===== src/common/thermal_pkg.sv =====
/*
 * constants for the thermal window comparator: register map, field
 * positions, reset values and conversion timing.
 * assumes a 10 mhz pclk and 32-bit apb data.
 */
package thermal_pkg;

  // ----------------------------------------
  // widths
  // ----------------------------------------
  localparam int TEMP_W = 10;
  localparam int ADDR_W = 8;
  localparam int CONV_W = 20;
  localparam int FQ_W = 3;

  // ----------------------------------------
  // register offsets
  // ----------------------------------------
  localparam logic [7:0] OFF_TEMP = 8'h00;
  localparam logic [7:0] OFF_CONFIG = 8'h04;
  localparam logic [7:0] OFF_HYST = 8'h08;
  localparam logic [7:0] OFF_LOW = 8'h0C;
  localparam logic [7:0] OFF_HIGH = 8'h10;
  localparam logic [7:0] OFF_CRIT = 8'h14;
  localparam logic [7:0] OFF_STATUS = 8'h18;

  // ----------------------------------------
  // field positions
  // ----------------------------------------
  localparam int CFG_SHUTDOWN = 0;
  localparam int CFG_EVENT = 1;
  localparam int CFG_FQ_LSB = 2;
  localparam int ST_FLAGS_LSB = 0;
  localparam int ST_WIN = 3;
  localparam int ST_CRIT = 4;
  localparam int ST_BUSY = 5;
  localparam int ST_ADDR_LSB = 8;

  // ----------------------------------------
  // reset values, 0.5 degree per lsb
  // ----------------------------------------
  localparam logic [9:0] RST_HYST = 10'h004;
  localparam logic [9:0] RST_LOW = 10'h014;
  localparam logic [9:0] RST_HIGH = 10'h080;
  localparam logic [9:0] RST_CRIT = 10'h0A0;
  localparam logic [3:0] RST_CONFIG = 4'h0;

  // ----------------------------------------
  // fault queue depths, by config code
  // ----------------------------------------
  localparam logic [2:0] FQ_DEPTH0 = 3'h1;
  localparam logic [2:0] FQ_DEPTH1 = 3'h2;
  localparam logic [2:0] FQ_DEPTH2 = 3'h4;
  localparam logic [2:0] FQ_DEPTH3 = 3'h6;

  // ----------------------------------------
  // timing
  // ----------------------------------------
  localparam int CLK_HZ = 10_000_000;
  localparam int CONV_TIME_MS = 70;
  localparam int CONV_CYCLES = CONV_TIME_MS * (CLK_HZ / 1000);

  // upper five bits of the serial address; arbitrary value
  localparam logic [4:0] BUS_ADDR_BASE = 5'h00;

endpackage


===== src/common/pin_sync_if.sv =====
/*
 * carrier between a pin synchroniser and its user: raw pin levels in,
 * filtered levels out.
 * assumes the user and the synchroniser share pclk.
 */
`timescale 1ns/10ps
interface pin_sync_if #(parameter int W = 1);
  logic [W-1:0] raw;
  logic [W-1:0] clean;
  modport sync_side (input raw, output clean);
  modport user_side (output raw, input clean);
endinterface


===== src/logic/thermal_window_comparator.sv =====
/*
 * thermal window comparator core: conversion timer, result register,
 * setpoints with hysteresis and fault queue, window and critical alarm
 * pins, apb register slave.
 * assumes a serial front end that shifts a 10-bit result msb first on
 * rising sens_clk edges while sens_frame is high, and pull-ups on the
 * open-drain alarm pins.
 */
`timescale 1ns/10ps
// Operation
// - window alarm when result outside low/high
// - critical alarm when result above critical
// - window alarm has comparator and event modes
// - critical alarm always in comparator mode
// - host writes setpoints, device uses them
// - programmable hysteresis and fault queue
// - two straps select bus address
// - power-up setpoint defaults 2/10/64/80 degrees
// - result is 10-bit signed, half degree
// - conversion every 70 ms, then restart
// - reads anytime return last completed result
// - read aborts and restarts running conversion
// - low release at low plus hysteresis
// - high/critical release at setpoint minus hysteresis
// - comparator mode: read clears until next result
// - event mode: read clears until next crossing
// - read clears critical alarm until conversion ends
// - status flags untouched by reads
module thermal_window_comparator #(
  parameter int unsigned CONV_CYCLES = thermal_pkg::CONV_CYCLES
) (
  input wire logic pclk,
  input wire logic presetn,
  input wire logic [7:0] paddr,
  input wire logic psel,
  input wire logic penable,
  input wire logic pwrite,
  input wire logic [31:0] pwdata,
  output logic [31:0] prdata,
  output logic pready,
  output logic pslverr,
  input wire logic sens_clk,
  input wire logic sens_dat,
  input wire logic sens_frame,
  input wire logic addr_strap_bit0,
  input wire logic addr_strap_bit1,
  input wire logic window_alarm_in,
  output logic window_alarm_out,
  output logic window_alarm_oe_n,
  input wire logic critical_alarm_in,
  output logic critical_alarm_out,
  output logic critical_alarm_oe_n
);

  // ----------------------------------------
  // declarations
  // ----------------------------------------
  pin_sync_if #(.W(3)) link_pins ();
  pin_sync_if #(.W(2)) strap_pins ();

  logic [9:0] shift_q;
  logic [9:0] sample_q;
  logic clk_prev_q;
  logic frame_prev_q;
  logic link_rise;
  logic frame_fall;

  logic [thermal_pkg::CONV_W-1:0] conv_cnt_q;
  logic conv_done;
  logic eval_q;
  logic [9:0] temp_q;

  logic [3:0] config_q;
  logic [9:0] hyst_q;
  logic [9:0] low_q;
  logic [9:0] high_q;
  logic [9:0] crit_q;

  logic [2:0] flag_q;
  logic [1:0] win_prev_q;
  logic [2:0] set_c;
  logic [2:0] clr_c;
  logic [2:0] fq_cnt_q [3];
  logic [2:0] fq_need;
  logic win_alarm_q;
  logic crit_alarm_q;
  logic [6:0] bus_addr_q;

  logic setup;
  logic access;
  logic rd_hit;
  logic mapped;
  logic writable;

  // ----------------------------------------
  // pin synchronisers
  // ----------------------------------------
  assign link_pins.raw = {sens_frame, sens_dat, sens_clk};
  assign strap_pins.raw = {addr_strap_bit1, addr_strap_bit0};

  pin_sync #(.W(3)) u_link_sync (
    .pclk (pclk),
    .presetn (presetn),
    .sig (link_pins.sync_side)
  );

  pin_sync #(.W(2)) u_strap_sync (
    .pclk (pclk),
    .presetn (presetn),
    .sig (strap_pins.sync_side)
  );

  // ----------------------------------------
  // front end link
  // ----------------------------------------
  assign link_rise = link_pins.clean[0] & ~clk_prev_q;
  assign frame_fall = frame_prev_q & ~link_pins.clean[2];

  always_ff @(posedge pclk or negedge presetn) begin
    if (!presetn) begin
      clk_prev_q <= 1'b0;
      frame_prev_q <= 1'b0;
    end else begin
      clk_prev_q <= link_pins.clean[0];
      frame_prev_q <= link_pins.clean[2];
    end
  end

  // shorter frames leave stale upper bits; a frame is 10 bits
  always_ff @(posedge pclk or negedge presetn) begin
    if (!presetn) begin
      shift_q <= '0;
      sample_q <= '0;
    end else begin
      if (link_rise && link_pins.clean[2]) begin
        shift_q <= {shift_q[8:0], link_pins.clean[1]};
      end
      if (frame_fall) begin
        sample_q <= shift_q;
      end
    end
  end

  // ----------------------------------------
  // conversion timer
  // ----------------------------------------
  assign conv_done = !config_q[thermal_pkg::CFG_SHUTDOWN] &&
    (conv_cnt_q == thermal_pkg::CONV_W'(CONV_CYCLES - 1));

  always_ff @(posedge pclk or negedge presetn) begin
    if (!presetn) begin
      conv_cnt_q <= '0;
    end else if (config_q[thermal_pkg::CFG_SHUTDOWN]) begin
      conv_cnt_q <= '0;
    end else if (rd_hit || conv_done) begin
      conv_cnt_q <= '0;
    end else begin
      conv_cnt_q <= conv_cnt_q + 1'b1;
    end
  end

  // result only moves at the end of a conversion
  always_ff @(posedge pclk or negedge presetn) begin
    if (!presetn) begin
      temp_q <= '0;
      eval_q <= 1'b0;
    end else begin
      eval_q <= conv_done;
      if (conv_done) begin
        temp_q <= sample_q;
      end
    end
  end

  // ----------------------------------------
  // limit compare
  // ----------------------------------------
  // one extra bit so setpoint plus or minus hysteresis cannot wrap
  function automatic logic signed [10:0] ext(input logic [9:0] v);
    ext = {v[9], v};
  endfunction

  // judged on the result being stored, so alarms never trail a conversion
  always_comb begin
    set_c[0] = ext(sample_q) < ext(low_q);
    clr_c[0] = ext(sample_q) > ext(low_q) + ext(hyst_q);
    set_c[1] = ext(sample_q) > ext(high_q);
    clr_c[1] = ext(sample_q) < ext(high_q) - ext(hyst_q);
    set_c[2] = ext(sample_q) > ext(crit_q);
    clr_c[2] = ext(sample_q) < ext(crit_q) - ext(hyst_q);
  end

  always_comb begin
    unique case (config_q[thermal_pkg::CFG_FQ_LSB +: 2])
      2'd0: fq_need = thermal_pkg::FQ_DEPTH0;
      2'd1: fq_need = thermal_pkg::FQ_DEPTH1;
      2'd2: fq_need = thermal_pkg::FQ_DEPTH2;
      2'd3: fq_need = thermal_pkg::FQ_DEPTH3;
    endcase
  end

  // flags see only results and limits, never the bus
  always_ff @(posedge pclk or negedge presetn) begin
    if (!presetn) begin
      flag_q <= '0;
      for (int i = 0; i < 3; i++) begin
        fq_cnt_q[i] <= '0;
      end
    end else if (conv_done) begin
      for (int i = 0; i < 3; i++) begin
        if (!flag_q[i]) begin
          if (!set_c[i]) begin
            fq_cnt_q[i] <= '0;
          end else if (fq_cnt_q[i] + 3'h1 >= fq_need) begin
            flag_q[i] <= 1'b1;
            fq_cnt_q[i] <= '0;
          end else begin
            fq_cnt_q[i] <= fq_cnt_q[i] + 3'h1;
          end
        end else if (clr_c[i]) begin
          flag_q[i] <= 1'b0;
        end
      end
    end
  end

  // ----------------------------------------
  // alarm outputs
  // ----------------------------------------
  always_ff @(posedge pclk or negedge presetn) begin
    if (!presetn) begin
      win_prev_q <= '0;
    end else if (eval_q) begin
      win_prev_q <= flag_q[1:0];
    end
  end

  // a finished conversion beats a read in the same cycle
  always_ff @(posedge pclk or negedge presetn) begin
    if (!presetn) begin
      win_alarm_q <= 1'b0;
    end else if (eval_q && config_q[thermal_pkg::CFG_EVENT]) begin
      if (flag_q[1:0] != win_prev_q) begin
        win_alarm_q <= 1'b1;
      end else if (rd_hit) begin
        win_alarm_q <= 1'b0;
      end
    end else if (eval_q) begin
      win_alarm_q <= |flag_q[1:0];
    end else if (rd_hit) begin
      win_alarm_q <= 1'b0;
    end
  end

  always_ff @(posedge pclk or negedge presetn) begin
    if (!presetn) begin
      crit_alarm_q <= 1'b0;
    end else if (eval_q) begin
      crit_alarm_q <= flag_q[2];
    end else if (rd_hit) begin
      crit_alarm_q <= 1'b0;
    end
  end

  // open drain: pull low while the alarm is active
  assign window_alarm_out = 1'b0;
  assign window_alarm_oe_n = ~win_alarm_q;
  assign critical_alarm_out = 1'b0;
  assign critical_alarm_oe_n = ~crit_alarm_q;

  // ----------------------------------------
  // bus address straps
  // ----------------------------------------
  always_ff @(posedge pclk or negedge presetn) begin
    if (!presetn) begin
      bus_addr_q <= '0;
    end else begin
      bus_addr_q <= {thermal_pkg::BUS_ADDR_BASE, strap_pins.clean};
    end
  end

  // ----------------------------------------
  // apb decode
  // ----------------------------------------
  assign setup = psel && !penable;
  assign access = psel && penable;
  assign pready = 1'b1;

  always_comb begin
    mapped = 1'b1;
    writable = 1'b1;
    unique case (paddr)
      thermal_pkg::OFF_TEMP: writable = 1'b0;
      thermal_pkg::OFF_STATUS: writable = 1'b0;
      thermal_pkg::OFF_CONFIG, thermal_pkg::OFF_HYST,
      thermal_pkg::OFF_LOW, thermal_pkg::OFF_HIGH,
      thermal_pkg::OFF_CRIT: writable = 1'b1;
      default: begin
        mapped = 1'b0;
        writable = 1'b0;
      end
    endcase
  end

  // any mapped read counts, whatever the register
  assign rd_hit = access && !pwrite && mapped;

  // ----------------------------------------
  // writable registers
  // ----------------------------------------
  always_ff @(posedge pclk or negedge presetn) begin
    if (!presetn) begin
      config_q <= thermal_pkg::RST_CONFIG;
      hyst_q <= thermal_pkg::RST_HYST;
      low_q <= thermal_pkg::RST_LOW;
      high_q <= thermal_pkg::RST_HIGH;
      crit_q <= thermal_pkg::RST_CRIT;
    end else if (access && pwrite && writable) begin
      unique case (paddr)
        thermal_pkg::OFF_CONFIG: config_q <= pwdata[3:0];
        thermal_pkg::OFF_HYST: hyst_q <= pwdata[9:0];
        thermal_pkg::OFF_LOW: low_q <= pwdata[9:0];
        thermal_pkg::OFF_HIGH: high_q <= pwdata[9:0];
        thermal_pkg::OFF_CRIT: crit_q <= pwdata[9:0];
        default: ;
      endcase
    end
  end

  // ----------------------------------------
  // read data, captured in the setup phase
  // ----------------------------------------
  always_ff @(posedge pclk or negedge presetn) begin
    if (!presetn) begin
      prdata <= '0;
      pslverr <= 1'b0;
    end else if (setup) begin
      pslverr <= !mapped || (pwrite && !writable);
      prdata <= '0;
      unique case (paddr)
        thermal_pkg::OFF_TEMP: prdata[9:0] <= temp_q;
        thermal_pkg::OFF_CONFIG: prdata[3:0] <= config_q;
        thermal_pkg::OFF_HYST: prdata[9:0] <= hyst_q;
        thermal_pkg::OFF_LOW: prdata[9:0] <= low_q;
        thermal_pkg::OFF_HIGH: prdata[9:0] <= high_q;
        thermal_pkg::OFF_CRIT: prdata[9:0] <= crit_q;
        thermal_pkg::OFF_STATUS: begin
          prdata[thermal_pkg::ST_FLAGS_LSB +: 3] <= flag_q;
          prdata[thermal_pkg::ST_WIN] <= win_alarm_q;
          prdata[thermal_pkg::ST_CRIT] <= crit_alarm_q;
          prdata[thermal_pkg::ST_BUSY] <=
            !config_q[thermal_pkg::CFG_SHUTDOWN];
          prdata[thermal_pkg::ST_ADDR_LSB +: 7] <= bus_addr_q;
        end
        default: ;
      endcase
    end
  end

endmodule


===== src/logic/pin_sync.sv =====
/*
 * three-stage synchroniser with agreement filter for pin inputs.
 * assumes pins are asynchronous to pclk and change slowly against it.
 */
`timescale 1ns/10ps
module pin_sync #(
  parameter int W = 1
) (
  input wire logic pclk,
  input wire logic presetn,
  pin_sync_if.sync_side sig
);

  logic [W-1:0] s1_q;
  logic [W-1:0] s2_q;
  logic [W-1:0] s3_q;
  logic [W-1:0] clean_q;

  // ----------------------------------------
  // stages
  // ----------------------------------------
  always_ff @(posedge pclk or negedge presetn) begin
    if (!presetn) begin
      s1_q <= '0;
      s2_q <= '0;
      s3_q <= '0;
    end else begin
      s1_q <= sig.raw;
      s2_q <= s1_q;
      s3_q <= s2_q;
    end
  end

  // a bit moves only when stages two and three agree
  always_ff @(posedge pclk or negedge presetn) begin
    if (!presetn) begin
      clean_q <= '0;
    end else begin
      clean_q <= (s2_q & ~(s2_q ^ s3_q)) | (clean_q & (s2_q ^ s3_q));
    end
  end

  assign sig.clean = clean_q;

endmodule


===== config.mk =====
export PLATFORM = sky130hd
export DESIGN_NAME = thermal_window_comparator
export DESIGN_NICKNAME = d
export VERILOG_FILES = /design/src/common/thermal_pkg.sv /design/src/common/pin_sync_if.sv /design/src/logic/thermal_window_comparator.sv /design/src/logic/pin_sync.sv
export SDC_FILE = /design/constraint.sdc
export NUM_CORES = 1
export LEC_CHECK = 0
export BUFFER_PORTS_ARGS = -buffer_cell sky130_fd_sc_hd__buf_2
export CAP_MARGIN = 30
export CORE_MARGIN = 2
export CORE_UTILIZATION = 31
export CTS_CLUSTER_DIAMETER = 50
export DETAILED_ROUTE_END_ITERATION = 7
export MAX_ROUTING_LAYER = met4
export PLACE_DENSITY = 0.51
export SLEW_MARGIN = 5
export SYNTH_ARGS = -nofsm -noshare
export SYNTH_HDL_FRONTEND = slang
export SYNTH_HIERARCHICAL = 1
export SYNTH_SLANG_ARGS = --single-unit

===== constraint.sdc =====
create_clock -name pclk -period 3.97 [get_ports pclk]
set_input_delay 0.1985 -clock pclk [delete_from_list [all_inputs] [get_ports pclk]]
set_output_delay 0.1985 -clock pclk [all_outputs]
set_load 0.03 [all_outputs]

==> run summary <==
Final Instance Count excl. Fillers -> 1,379
Max Slew Vio Count -> 0
Sequential element share of the synthesized area -> 39.3%
Core area -> 0.0296 sq mm
CP Launch Type -> flop
Die height -> 177 um
Area growth from synthesis to final layout -> 13.2%
Pin slew with the least headroom to its limit -> 0.802 ns
Setup TNS -> 0 ns
TritonCTS Buffers -> 17
Fill count -> 2,989
Critical Path Slowest Stage Cell -> a2111oi_1
Dpl cell area -> 0.00986 sq mm
CTS tree -> yes
DRT iter0 DRCs -> 374
Total Die Area -> 0.0314 sq mm
Status -> complete, no violations
Initial Util -> 31.5%
HP Class -> input pin to flop
H-tree lvl count -> 4
I/O pins -> 90
HPWL after DPL -> 17,400 um
Worst relative slew slack -> 46.1%
Final instance area -> 0.0105 sq mm
Placed Cells -> 1,340
N_diodes -> 0
RSZ-0062 raised after global routing -> false
DRT antenna net count -> 0
Peak supply drop -> 270 uV
Final setup violation count -> 0
CTS clock-pin slew for the worst setup and hold paths -> 0.07 ns
Via count of the first global-routing pass -> 6,807
CTS sink cnt -> 146
Max Clock Skew -> 0.0113 ns
Achievable Freq -> 271 MHz
Die Wd -> 177 um
Lkg Pwr -> 4.84 nW
Num rows -> 63
Vias -> 6,821
Final period util -> 93.1%
Post-synthesis area per instance -> 10.0 sq um
Wire length per cell -> 16.9 um
Synth Warn # -> 6
Routed WL -> 23,300 um
Layout Nets -> 1,134
Max Root-Sink Buffers -> 2
Grt ovf -> 0
Via density -> 4.95
Post-route minimum period -> 3.69 ns
Crit path DAT -> 3.98 ns
Clock group share of total power -> 35.0%
First-pass GRT wire length -> 37,400 um
Sw Ratio -> 33.5%
Max-Cap Viols -> 0
Power share of the sequential group -> 40.6%
Crit path capture type -> flop
Total track usage -> 16.0%
1st-pass router iterations -> 4
CTS root buf -> clkbuf_16
Layout cell share with drive strength beyond 1 -> 17.5%
Cells after Synth -> 927
Final Hold Vio Count -> 0
Main synth FF type -> dfrtp_1
Postcts setup bufs -> 0
Crit-path cells -> ha_1 > inv_1 > fa_1 > a21o_1 > a21oi_1 > o21ai_0 > nor2_1 > xor2_1 > ha_1 > nand4_1 > a211oi_1 > a2111oi_1 > buf_4 > nor2_1 > nor3_1 > buf_4 > a21oi_1
Gpl congestion -> 0.850
Post-Syn Area -> 0.00930 sq mm
Initial antenna violation count -> 0
CP Max Fanout -> 5
Synth cell types -> 72
Internal -> 3.03 mW
Comb pwr share -> 24.4%
DR DRC count -> 0
PD cells -> 433 mW/mm^2
CP Data Required Time -> 4.26 ns
CP Class -> flop to flop
# port buffers -> 40
Number of enable flip-flop cells after synthesis -> 0
Clk Latency, worst-skew pair -> 0.43 ns
Flop and latch count out of synthesis -> 146
Crit-path max cell delay -> 0.47 ns
Largest net degree at the start of global routing -> 99
P_sw -> 1.53 mW
Asr flop ratio synth -> 100%
-- layer usage --
layer / GRT usage (%) / part of all wire [%] / vias to the layer above
met5: - / 0 / -
met4: 4.17 / 1.2 / 0
met3: 2.92 / 3.5 / 14
met2: 24.5 / 45 / 131
met1: 21.8 / 50 / 3318
li1: - / - / 3358
-- placed cells by master (no fill, tap or decap), types with 4 or more instances in the layout --
cell type	n
clkbuf_16	17
conb_1	25
nor3_1	14
a211oi_1	10
a21oi_1	28
o211ai_1	8
mux2i_1	14
or3_1	9
clkinvlp_4	4
nor2_1	64
o21ai_0	43
mux2_2	67
ha_1	103
o32ai_1	4
buf_4	6
dlygate4sd3_1	6
dfstp_2	6
nand2_1	87
maj3_2	5
inv_6	5
a221oi_1	9
dfrtp_1	140
xor2_1	27
buf_2	39
a21o_1	13
nand3_1	21
a31oi_1	8
nand3b_1	7
xnor2_1	17
nand2b_1	17
nand4_1	17
inv_1	67
nor2b_1	7
-- power by group through the flow --
stage	clock network, mW	logic, mW	registers, mW
final	1.59	1.11	1.85
after global routing	1.71	1.29	1.88
after CTS	1.64	1.12	1.85
after detailed placement	0	1.11	1.88
after global placement	0	1.10	1.88
after floorplan	0	0.871	1.78
-- worst max-delay path: cells and delay by family, from the launching register on --
kind,cells,cell delay [ns]
flip-flops,1,0.45
XOR/XNOR,1,0.19
buffers and inverters,3,0.39
AND/OR/NAND/NOR,4,0.44
adder cells (fa/ha/maj),3,0.90
AO/OA/AOI/OAI,6,1.18
-- synth_stat cells (all sizes together), types with 4 or more instances --
| library cell | number | area [sq um] |
|---|---|---|
| dfrtp | 140 | 3500 |
| ha | 103 | 1290 |
| nand2 | 87 | 327 |
| inv | 67 | 251 |
| mux2 | 67 | 754 |
| nor2 | 64 | 240 |
| o21ai | 44 | 220 |
| buf | 36 | 251 |
| a21oi | 28 | 140 |
| xor2 | 27 | 236 |
| nand3 | 22 | 115 |
| nand2b | 17 | 106 |
| nand4 | 17 | 106 |
| xnor2 | 17 | 149 |
| mux2i | 14 | 140 |
| nor3 | 14 | 70.1 |
| a21o | 13 | 97.6 |
| clkbuf | 11 | 41.3 |
| a211oi | 10 | 75.1 |
| or3 | 10 | 67.6 |
| a221oi | 9 | 78.8 |
| a31oi | 8 | 50.1 |
| nand3b | 8 | 72.6 |
| o211ai | 8 | 60.1 |
| nor2b | 7 | 43.8 |
| dfstp | 6 | 158 |
| maj3 | 5 | 56.3 |
| or2 | 5 | 33.8 |
| a2111oi | 4 | 35.0 |
| nor4b | 4 | 41.3 |
| o32ai | 4 | 35.0 |
-- through the flow --
stage / worst slack [ns] / power [mW] / util (%) / hold slack (ns)
4_1_cts: 0.206 / 4.61 / 35.5 / 0.0413
5_1_grt: 0.0503 / 4.88 / 35.6 / 0.0381
6_report: 0.275 / 4.56 / 35.6 / 0.0499
2_1_floorplan: 0.726 / 2.66 / - / -0.0971
3_3_place_gp: 0.296 / 2.97 / 33.3 / 0.307
3_5_place_dp: 0.234 / 2.99 / 33.3 / 0.308
-- registers in the layout (all words and copies together) (netlist names), 10 cells and up, named ones only --
register,count
temp_q,10
hyst_q,10
low_q,10
crit_q,10
sample_q,10
shift_q,10
prdata,10
high_q,10
conv_cnt_q,20
-- cells by family after synthesis --
family	synth area share, %
buf+inv	5.85
mux	9.62
flops	39.3
compound gates	11.3
other cells	0.0807
fa+ha+maj	15.1
simple gates	14.5
xor+xnor	4.14
-- path summary, 6_finish.rpt --
path	startpoint	end	slack, ns	cells past startpoint
worst max-delay path	hyst_q[0]	flag_q[1]	0.28	17
worst max register to register	hyst_q[0]	flag_q[1]	0.28	17
min in group asynchronous	presetn	conv_cnt_q[10]	0.25	2
worst min register to register	u_strap_sync/s1_q[1]	u_strap_sync/s2_q[1]	0.35	0
worst min-delay path	pwdata[7]	low_q[7]	0.05	2
max in group asynchronous	presetn	low_q[2]	3.03	3
-- cell type report --
class / instances / area [sq um] / area share, %
Clock buffer: 17 / 425 / 4.04
Clock inverter: 15 / 149 / 1.41
Inverter: 67 / 251 / 2.39
Multi-Input combinational cell: 690 / 5190 / 49.3
Sequential cell: 146 / 3660 / 34.8
Tap cell: 390 / 488 / 4.64
Timing Repair Buffer: 54 / 359 / 3.41
-- timing repair --
item                       4_1_cts  5_1_grt
setup endpoints to repair        0        2
resized for setup                0        2
hold endpoints to repair       100        0
hold buffers                     6        0
Power figures use the tool's default switching activity.
